### config.mk
export PLATFORM = sky130hd
export DESIGN_NAME = difm_top
export DESIGN_NICKNAME = d
export VERILOG_FILES = /design/src/difm_pkg.sv /design/src/difm_top.sv
export VERILOG_INCLUDE_DIRS = /design/src
export SDC_FILE = /design/constraint.sdc
export NUM_CORES = 1
export LEC_CHECK = 0
export BUFFER_PORTS_ARGS = -buffer_cell sky130_fd_sc_hd__buf_4
export CAP_MARGIN = 30
export CORE_UTILIZATION = 40
export DETAILED_ROUTE_END_ITERATION = 8
export GPL_TIMING_DRIVEN = 0
export PLACE_DENSITY = 0.7
export SETUP_SLACK_MARGIN = 0.1
export SLEW_MARGIN = 20
export SYNTH_ARGS = -nofsm -noshare
export SYNTH_HDL_FRONTEND = slang
export SYNTH_SLANG_ARGS = --single-unit
### constraint.sdc
create_clock -name sys_clk_i -period 1.9 [get_ports sys_clk_i]
set_input_delay 0.19 -clock sys_clk_i [delete_from_list [all_inputs] [get_ports sys_clk_i]]
set_output_delay 0.19 -clock sys_clk_i [all_outputs]
set_load 0.01 [all_outputs]
### src/difm_map.svh
`ifndef DIFM_MAP_SVH
`define DIFM_MAP_SVH

// Register byte offsets
`define DIFM_OFF_STATUS 8'h00
`define DIFM_OFF_SEL_ONE 8'h04
`define DIFM_OFF_SEL_TWO 8'h08
`define DIFM_OFF_EVT_STAT 8'h0c
`define DIFM_OFF_EVT_CLR 8'h10
`define DIFM_OFF_EVT_EN 8'h14

// Status word fields
`define DIFM_ST_READY_BIT 0
`define DIFM_ST_INPUT_LSB 1
`define DIFM_ST_AUX_LSB 5
`define DIFM_ST_SPARE 8'h00

// Selector range and reset values
`define DIFM_SEL_MAX 4'hd
`define DIFM_SEL_RESET 4'h0
`define DIFM_EVT_RESET 6'h00

// Event bits
`define DIFM_EVT_TERM_LSB 0
`define DIFM_EVT_FAULT_BIT 4
`define DIFM_EVT_CLEAR_BIT 5

// Bus responses
`define DIFM_RESP_OKAY 2'h0
`define DIFM_RESP_SLVERR 2'h2

`endif

### src/difm_pkg.sv
package difm_pkg;

    typedef enum logic [3:0] {
        SEL_DISABLE = 4'h0,
        SEL_START = 4'h1,
        SEL_COAST = 4'h2,
        SEL_STOP_OPT = 4'h3,
        SEL_START_COAST = 4'h4,
        SEL_START_STOP = 4'h5,
        SEL_RSVD_A = 4'h6,
        SEL_DUAL_RAMP = 4'h7,
        SEL_OVERLOAD_CLASS_SELECT = 4'h8,
        SEL_FAULT = 4'h9,
        SEL_FAULT_NC = 4'ha,
        SEL_CLEAR_FAULT = 4'hb,
        SEL_EMERG_RUN = 4'hc,
        SEL_RSVD_B = 4'hd
    } difm_sel_t;

    typedef struct packed {
        logic start;
        logic coast;
        logic soft_stop;
        logic mode_two;
        logic ol_two;
        logic fault;
        logic clear;
        logic emerg;
    } difm_act_t;

    typedef struct packed {
        logic [3:0] sync_a;
        logic [3:0] sync_b;
        logic [3:0] sync_c;
        logic [3:0] term;
        difm_sel_t sel_one;
        difm_sel_t sel_two;
        logic [5:0] evt_stat;
        logic [5:0] evt_en;
        difm_act_t act;
        logic irq;
        logic aw_hold;
        logic [7:0] aw_addr;
        logic w_hold;
        logic [31:0] w_data;
        logic [3:0] w_strb;
        logic awready;
        logic wready;
        logic bvalid;
        logic [1:0] bresp;
        logic arready;
        logic rvalid;
        logic [31:0] rdata;
        logic [1:0] rresp;
    } difm_state_t;

endpackage

### src/difm_top.sv
// Notes on behaviour
// - Status bit 0 is set while the module reports ready and clear otherwise.
// - Status bits 1 to 4 show digital inputs 1 to 4, one meaning the input is on.
// - Status bits 5 to 7 show auxiliary relay outputs 1 to 3, one meaning on.
// - Inputs 1 and 2 each have a writable selector taking 0 to 13 that resets to 0, disabled.
// - A disabled input is ignored and produces no control action.
// - Start function: a high terminal requests a motor start.
// - Coast function: a low terminal commands a coast stop.
// - Stop option function: a low terminal requests the configured stop manoeuvre.
// - Start/coast function: low stops the motor, high requests a start.
// - Start/stop function: low requests the stop manoeuvre, high requests a start.
// - Dual ramp function: low selects starting mode 1, high starting mode 2.
// - Overload select function: low selects overload class 1, high class 2.
// - Fault function: a low terminal forces a fault.
// - Clear fault function: a high terminal clears the latched fault.
// - Emergency run function: high permits emergency run but starts nothing.
`timescale 1ns/1ns
`include "difm_map.svh"

module difm_top
(
    // Clock and reset
    input wire logic sys_clk_i,
    input wire logic rst_n_i,
    // Field terminals and module state
    input wire logic terminal_one_i,
    input wire logic terminal_two_i,
    input wire logic [1:0] terminal_hi_i,
    input wire logic module_ready_i,
    input wire logic [2:0] aux_relay_i,
    // Control actions to the starter, and the event interrupt
    output logic start_req_o,
    output logic coast_req_o,
    output logic soft_stop_req_o,
    output logic start_mode_two_o,
    output logic overload_class_select_o,
    output logic fault_force_o,
    output logic fault_clear_o,
    output logic emergency_run_o,
    output logic irq_o,
    // AXI4-Lite write
    input wire logic [7:0] s_axi_awaddr,
    input wire logic s_axi_awvalid,
    output logic s_axi_awready,
    input wire logic [31:0] s_axi_wdata,
    input wire logic [3:0] s_axi_wstrb,
    input wire logic s_axi_wvalid,
    output logic s_axi_wready,
    output logic [1:0] s_axi_bresp,
    output logic s_axi_bvalid,
    input wire logic s_axi_bready,
    // AXI4-Lite read
    input wire logic [7:0] s_axi_araddr,
    input wire logic s_axi_arvalid,
    output logic s_axi_arready,
    output logic [31:0] s_axi_rdata,
    output logic [1:0] s_axi_rresp,
    output logic s_axi_rvalid,
    input wire logic s_axi_rready
);
    import difm_pkg::*;

    difm_state_t q;
    difm_state_t next_q;

    // Translate one terminal level through its selector
    function automatic difm_act_t map_terminal(input difm_sel_t sel, input logic lvl);
        difm_act_t a;
        a = '0;
        case (sel)
            SEL_START: a.start = lvl;
            SEL_COAST: a.coast = ~lvl;
            SEL_STOP_OPT: a.soft_stop = ~lvl;
            SEL_START_COAST:
            begin
                a.start = lvl;
                a.coast = ~lvl;
            end
            SEL_START_STOP:
            begin
                a.start = lvl;
                a.soft_stop = ~lvl;
            end
            SEL_DUAL_RAMP: a.mode_two = lvl;
            SEL_OVERLOAD_CLASS_SELECT: a.ol_two = lvl;
            SEL_FAULT: a.fault = ~lvl;
            // Normally closed contact: opening the loop is the healthy state
            SEL_FAULT_NC: a.fault = lvl;
            SEL_CLEAR_FAULT: a.clear = lvl;
            // Permit only; never folded into the start request
            SEL_EMERG_RUN: a.emerg = lvl;
            default: a = '0;
        endcase
        return a;
    endfunction

    // Writable selector keeps its value when the code is out of range
    function automatic difm_sel_t sel_write(input difm_sel_t old, input logic [31:0] d,
                                           input logic [3:0] strb);
        difm_sel_t r;
        r = old;
        if (strb[0] && d[31:4] == 28'h0000000 && d[3:0] <= `DIFM_SEL_MAX)
        begin
            r = difm_sel_t'(d[3:0]);
        end
        return r;
    endfunction

    logic [3:0] pins;
    difm_act_t act_one;
    difm_act_t act_two;
    difm_act_t act_all;
    logic [5:0] evt_set;
    logic [5:0] evt_clr;
    logic [15:0] status_word;
    logic do_write;

    assign pins = {terminal_hi_i, terminal_two_i, terminal_one_i};
    assign status_word = {`DIFM_ST_SPARE, aux_relay_i, q.term, module_ready_i};

    always_comb
    begin
        next_q = q;
        act_one = map_terminal(q.sel_one, q.term[0]);
        act_two = map_terminal(q.sel_two, q.term[1]);
        act_all = act_one | act_two;
        evt_set = '0;
        evt_clr = '0;
        do_write = 1'b0;

        // Three-stage pin sync; a level counts once stages two and three agree
        next_q.sync_a = pins;
        next_q.sync_b = q.sync_a;
        next_q.sync_c = q.sync_b;
        for (int i = 0; i < 4; i++)
        begin
            if (q.sync_b[i] == q.sync_c[i])
            begin
                next_q.term[i] = q.sync_c[i];
            end
        end

        next_q.act = act_all;
        evt_set[`DIFM_EVT_TERM_LSB +: 4] = next_q.term ^ q.term;
        evt_set[`DIFM_EVT_FAULT_BIT] = act_all.fault & ~q.act.fault;
        evt_set[`DIFM_EVT_CLEAR_BIT] = act_all.clear & ~q.act.clear;

        // Write channel: address and data taken in either order
        if (s_axi_awvalid && q.awready)
        begin
            next_q.aw_hold = 1'b1;
            next_q.aw_addr = s_axi_awaddr;
        end
        if (s_axi_wvalid && q.wready)
        begin
            next_q.w_hold = 1'b1;
            next_q.w_data = s_axi_wdata;
            next_q.w_strb = s_axi_wstrb;
        end
        if (q.bvalid && s_axi_bready)
        begin
            next_q.bvalid = 1'b0;
        end
        if (q.aw_hold && q.w_hold && !q.bvalid)
        begin
            do_write = 1'b1;
            next_q.aw_hold = 1'b0;
            next_q.w_hold = 1'b0;
            next_q.bvalid = 1'b1;
            next_q.bresp = `DIFM_RESP_OKAY;
            if (q.aw_addr[7:2] == `DIFM_OFF_SEL_ONE >> 2)
            begin
                next_q.sel_one = sel_write(q.sel_one, q.w_data, q.w_strb);
            end
            else if (q.aw_addr[7:2] == `DIFM_OFF_SEL_TWO >> 2)
            begin
                next_q.sel_two = sel_write(q.sel_two, q.w_data, q.w_strb);
            end
            else if (q.aw_addr[7:2] == `DIFM_OFF_EVT_CLR >> 2)
            begin
                if (q.w_strb[0])
                begin
                    evt_clr = q.w_data[5:0];
                end
            end
            else if (q.aw_addr[7:2] == `DIFM_OFF_EVT_EN >> 2)
            begin
                if (q.w_strb[0])
                begin
                    next_q.evt_en = q.w_data[5:0];
                end
            end
            else if (q.aw_addr[7:2] == `DIFM_OFF_STATUS >> 2
                     || q.aw_addr[7:2] == `DIFM_OFF_EVT_STAT >> 2)
            begin
                next_q.bresp = `DIFM_RESP_OKAY;
            end
            else
            begin
                next_q.bresp = `DIFM_RESP_SLVERR;
            end
        end
        next_q.awready = !next_q.aw_hold && !next_q.bvalid;
        next_q.wready = !next_q.w_hold && !next_q.bvalid;

        // Set wins over a clear arriving in the same cycle
        next_q.evt_stat = (q.evt_stat & ~evt_clr) | evt_set;
        next_q.irq = |(next_q.evt_stat & next_q.evt_en);

        // Read channel: one outstanding read, answered the cycle after the take
        if (q.rvalid && s_axi_rready)
        begin
            next_q.rvalid = 1'b0;
        end
        if (s_axi_arvalid && q.arready)
        begin
            next_q.rvalid = 1'b1;
            next_q.rresp = `DIFM_RESP_OKAY;
            next_q.rdata = 32'h00000000;
            if (s_axi_araddr[7:2] == `DIFM_OFF_STATUS >> 2)
            begin
                next_q.rdata = {16'h0000, status_word};
            end
            else if (s_axi_araddr[7:2] == `DIFM_OFF_SEL_ONE >> 2)
            begin
                next_q.rdata = {28'h0000000, q.sel_one};
            end
            else if (s_axi_araddr[7:2] == `DIFM_OFF_SEL_TWO >> 2)
            begin
                next_q.rdata = {28'h0000000, q.sel_two};
            end
            else if (s_axi_araddr[7:2] == `DIFM_OFF_EVT_STAT >> 2)
            begin
                next_q.rdata = {26'h0000000, q.evt_stat};
            end
            else if (s_axi_araddr[7:2] == `DIFM_OFF_EVT_EN >> 2)
            begin
                next_q.rdata = {26'h0000000, q.evt_en};
            end
            else if (s_axi_araddr[7:2] == `DIFM_OFF_EVT_CLR >> 2)
            begin
                next_q.rdata = 32'h00000000;
            end
            else
            begin
                next_q.rresp = `DIFM_RESP_SLVERR;
            end
        end
        next_q.arready = !next_q.rvalid;
    end

    always_ff @(posedge sys_clk_i or negedge rst_n_i)
    begin
        if (!rst_n_i)
        begin
            q <= '0;
            q.sel_one <= difm_sel_t'(`DIFM_SEL_RESET);
            q.sel_two <= difm_sel_t'(`DIFM_SEL_RESET);
            q.evt_stat <= `DIFM_EVT_RESET;
            q.evt_en <= `DIFM_EVT_RESET;
        end
        else
        begin
            q <= next_q;
        end
    end

    assign start_req_o = q.act.start;
    assign coast_req_o = q.act.coast;
    assign soft_stop_req_o = q.act.soft_stop;
    assign start_mode_two_o = q.act.mode_two;
    assign overload_class_select_o = q.act.ol_two;
    assign fault_force_o = q.act.fault;
    assign fault_clear_o = q.act.clear;
    assign emergency_run_o = q.act.emerg;
    assign irq_o = q.irq;
    assign s_axi_awready = q.awready;
    assign s_axi_wready = q.wready;
    assign s_axi_bvalid = q.bvalid;
    assign s_axi_bresp = q.bresp;
    assign s_axi_arready = q.arready;
    assign s_axi_rvalid = q.rvalid;
    assign s_axi_rdata = q.rdata;
    assign s_axi_rresp = q.rresp;
endmodule // difm_top

==> impl_results.md <==
- Remaining DRCs: 0
- Peak supply drop: around 0.77 mV
- Die X-Extent: ~110 um
- Largest stage delay, worst path: approximately 400 ps
- Post-Syn Area: approximately 4500 um^2
- Adder-Cell Fraction of Synth Area: 0%
- Seq/Total Area, Yosys: between 50 and 60%
- Vias in the first global route: roughly 3,200
- DP HPWL: between 6000 and 7000 um
- Critical Path Start Type: flop
- Final setup margin: ~3 ps
- Busiest layer in global routing: met2
- Post-place instance area: 5430 um^2
- WP buf/inv: 1
- Final period utilization: 99.8%
- Grt met3 use: approximately 6.2%
- Post-Layout Cell Count: between 600 and 700
- Mean post-synth cell area: 12.1 um^2
- Post-Synth XOR/XNOR Area: 0.386%
- Cell family with most CP delay: simple AND/OR/NAND/NOR gates
- Worst-path fanout max: 4
- WL final: 9480 um
- Fin. Hold Viols: 0
- Clock Pin Slew Worst Setup and Hold Paths: about 70 ps
- CTS root buf: clkbuf_16
- RSZ-0062 raised after global routing: true
- TritonCTS Sinks: between 100 and 150
- Commonest non-fill, non-tap cell in the layout: buf_4
- Global-route wire length before repair: 15,500 um
- Final ANT Viol Nets: 0
- Slowest library cell on the worst path: dfrtp_1
- Remaining global-route overflow: 0
- GRT Util Overall: 17.0%
- Worst-skew pair later-pin latency: between 300 and 400 ps
- Slew Limit Fails: 0
- Post-synthesis compound-gate area fraction: around a tenth
- Tot Pwr: between 6 and 7 mW
- Most frequent cells in the layout: 121 x buf_4, 101 x dfrtp_1, 46 x mux2_2
- Element type at the critical path end: flop
- Core Area: 10,900 um^2
- First drt pass iteration count: 4
- Antenna violations before repair: 0
- Maxcap violations: 0
- CTS tree: done
- H-tree lvl count: 3
- Leak pwr: between 2 and 3 nW
- Critical Path RT: 2120 ps
- Setup Crit Path Kind: flop to flop
- Yosys cell types: 54
- GR Util met1: a little over a fifth
- IO Port Bufs: between 80 and 90
- Critical path arrival: roughly 2100 ps
- Worst-Margin Slew: approximately 560 ps
- Cts bufs inserted: 9
- Status: finished, final reports clean
- Vias: between 3,000 and 4,000
- Cell count after synthesis: about 370
- Largest family of logic cells by synthesized area: multiplexers
- Setup-failing EPs final: 0
- Die area: approximately 12,000 um^2
- Largest reg by FF count: q
- Normalized max-slew margin: 62.4%
- Synthesis warning total: 0
- Asr flop ratio synth: 100%
- DP Worst Slack: -121 ps
- WL per Instance: 14.6 um
- Worst path cell trace: nor4_2, nand4_1, nor4_4, buf_4, nand3b_4, mux2_1
- Hold Slack: about 46 ps
- Hold crit path type: primary input to flop
- Routed vias/inst: about 4.9
- Design area: roughly 6000 um^2
- Synth Flop Type: dfrtp_1
- Pwr dens: between 1000 and 1500 nW/um^2
- Largest net degree at the start of global routing: 102
- Ratio of cells with drive above 1 in the final layout: 42.9%
- Setup Skew: 4.37 ps
- Initial DRC count: between 90 and 100
- Rows: 38
- Post-synthesis mux area share: 13.6%
- Largest register FFs: 69
- Antenna cells: 0
- Routability cong.: ~0.84
- Post-synth EDFFs: 0
- Yosys reg bits: approximately 100
- Post-layout min period: roughly 1900 ps
- Initial Util: 41.5%
- Routing usage on met2: 28.3%
- # IOs: approximately 120
- Fin nets: between 500 and 600
- Placed Cells: about 620
- CTS Buffer Depth: 2
- Maximum clock frequency: around 0.53 GHz
- Chip Height: 109 um
- P&R area growth vs syn: 31.9%
- Synth Area in Simple Gates: approximately an eighth
cell families after synthesis:
logic type / Yosys count
AOI/OAI and AO/OA: 61
xor gates and xnor gates: 2
buffers and inverters: 57
DFF: 101
muxes: 55
other: 1
and+or+nand+nor: 97
routing by layer:
metal	up-vias	part of all wire (%)
li1	1533	-
met4	0	0.69
met5	-	0
met2	112	48
met1	1544	43
met3	5	7.8
synth_stat cells, types with 2 or more instances:
cell	number	area, um^2
nor2b_1	11	68.8
xnor2_1	2	17.5
a221o_1	4	40.0
nand2b_1	5	31.3
buf_1	3	11.3
a21oi_1	10	50.1
a32oi_1	4	35.0
or3_1	3	18.8
dfrtp_1	101	2530
a22o_1	5	43.8
a22oi_1	2	15.0
mux2_1	8	90.1
buf_4	36	270
a211oi_1	3	22.5
nor3b_1	2	15.0
nand3b_2	2	22.5
o22ai_1	6	37.5
inv_1	10	37.5
o21ai_0	14	70.1
a21o_1	3	22.5
nor4_1	6	37.5
mux2_2	46	518
clkbuf_1	4	15.0
nor3_1	4	20.0
nand3b_1	2	15.0
nand2_1	22	82.6
or3b_2	2	17.5
nor4_4	2	42.5
o2bb2ai_1	2	17.5
or2_2	3	18.8
nand4_1	5	31.3
buf_2	3	15.0
nor2_1	14	52.6
nand3_1	5	25.0
where the power goes:
part | leakage (nW) | total, mW | switching [mW] | internal, mW
clock network | 0.162 | 2.09 | 0.800 | 1.29
logic | 1.46 | 1.54 | 0.623 | 0.922
registers | 1.25 | 3.22 | 0.507 | 2.72
cell type report:
cell class                 count  area [um^2]
fill                         969         4950
sequential                   101         2530
multi-input combinational    241         1830
timing repair buffer          94          749
buffer                        46          319
clock buffer                   9          225
tap                          140          175
clock inverter                 7          123
inverter                      10         37.5
worst paths after layout:
check	cells after the start	slack, ps	start	end
setup reg to reg	6	3	q[62]	q[108]
min in group asynchronous	2	340	rst_n_i	q[64]
hold / removal	2	50	s_axi_awvalid	s_axi_awready
max in group asynchronous	3	970	rst_n_i	s_axi_rdata[1]
setup / recovery	6	3	q[62]	q[108]
hold reg to reg	0	350	next_q[125]	next_q[121]
repair_timing:
action	CTS	global route
pin swaps	9	6
resized for setup	11	6
endpoints found under the hold margin	15	0
hold buffers	5	0
setup endpoints to repair	9	9
buffers inserted	4	2
per-stage QoR:
| step | setup TNS (ps) | utilization [%] |
|---|---|---|
| finish | 0 | 54.8 |
| floorplan | 0 | - |
| global route | -547 | 54.8 |
| global placement | -600 | 49.6 |
| CTS | -268 | 54.2 |
| detailed placement | -690 | 49.6 |
Note: power is estimated with default switching activity, not from simulation.
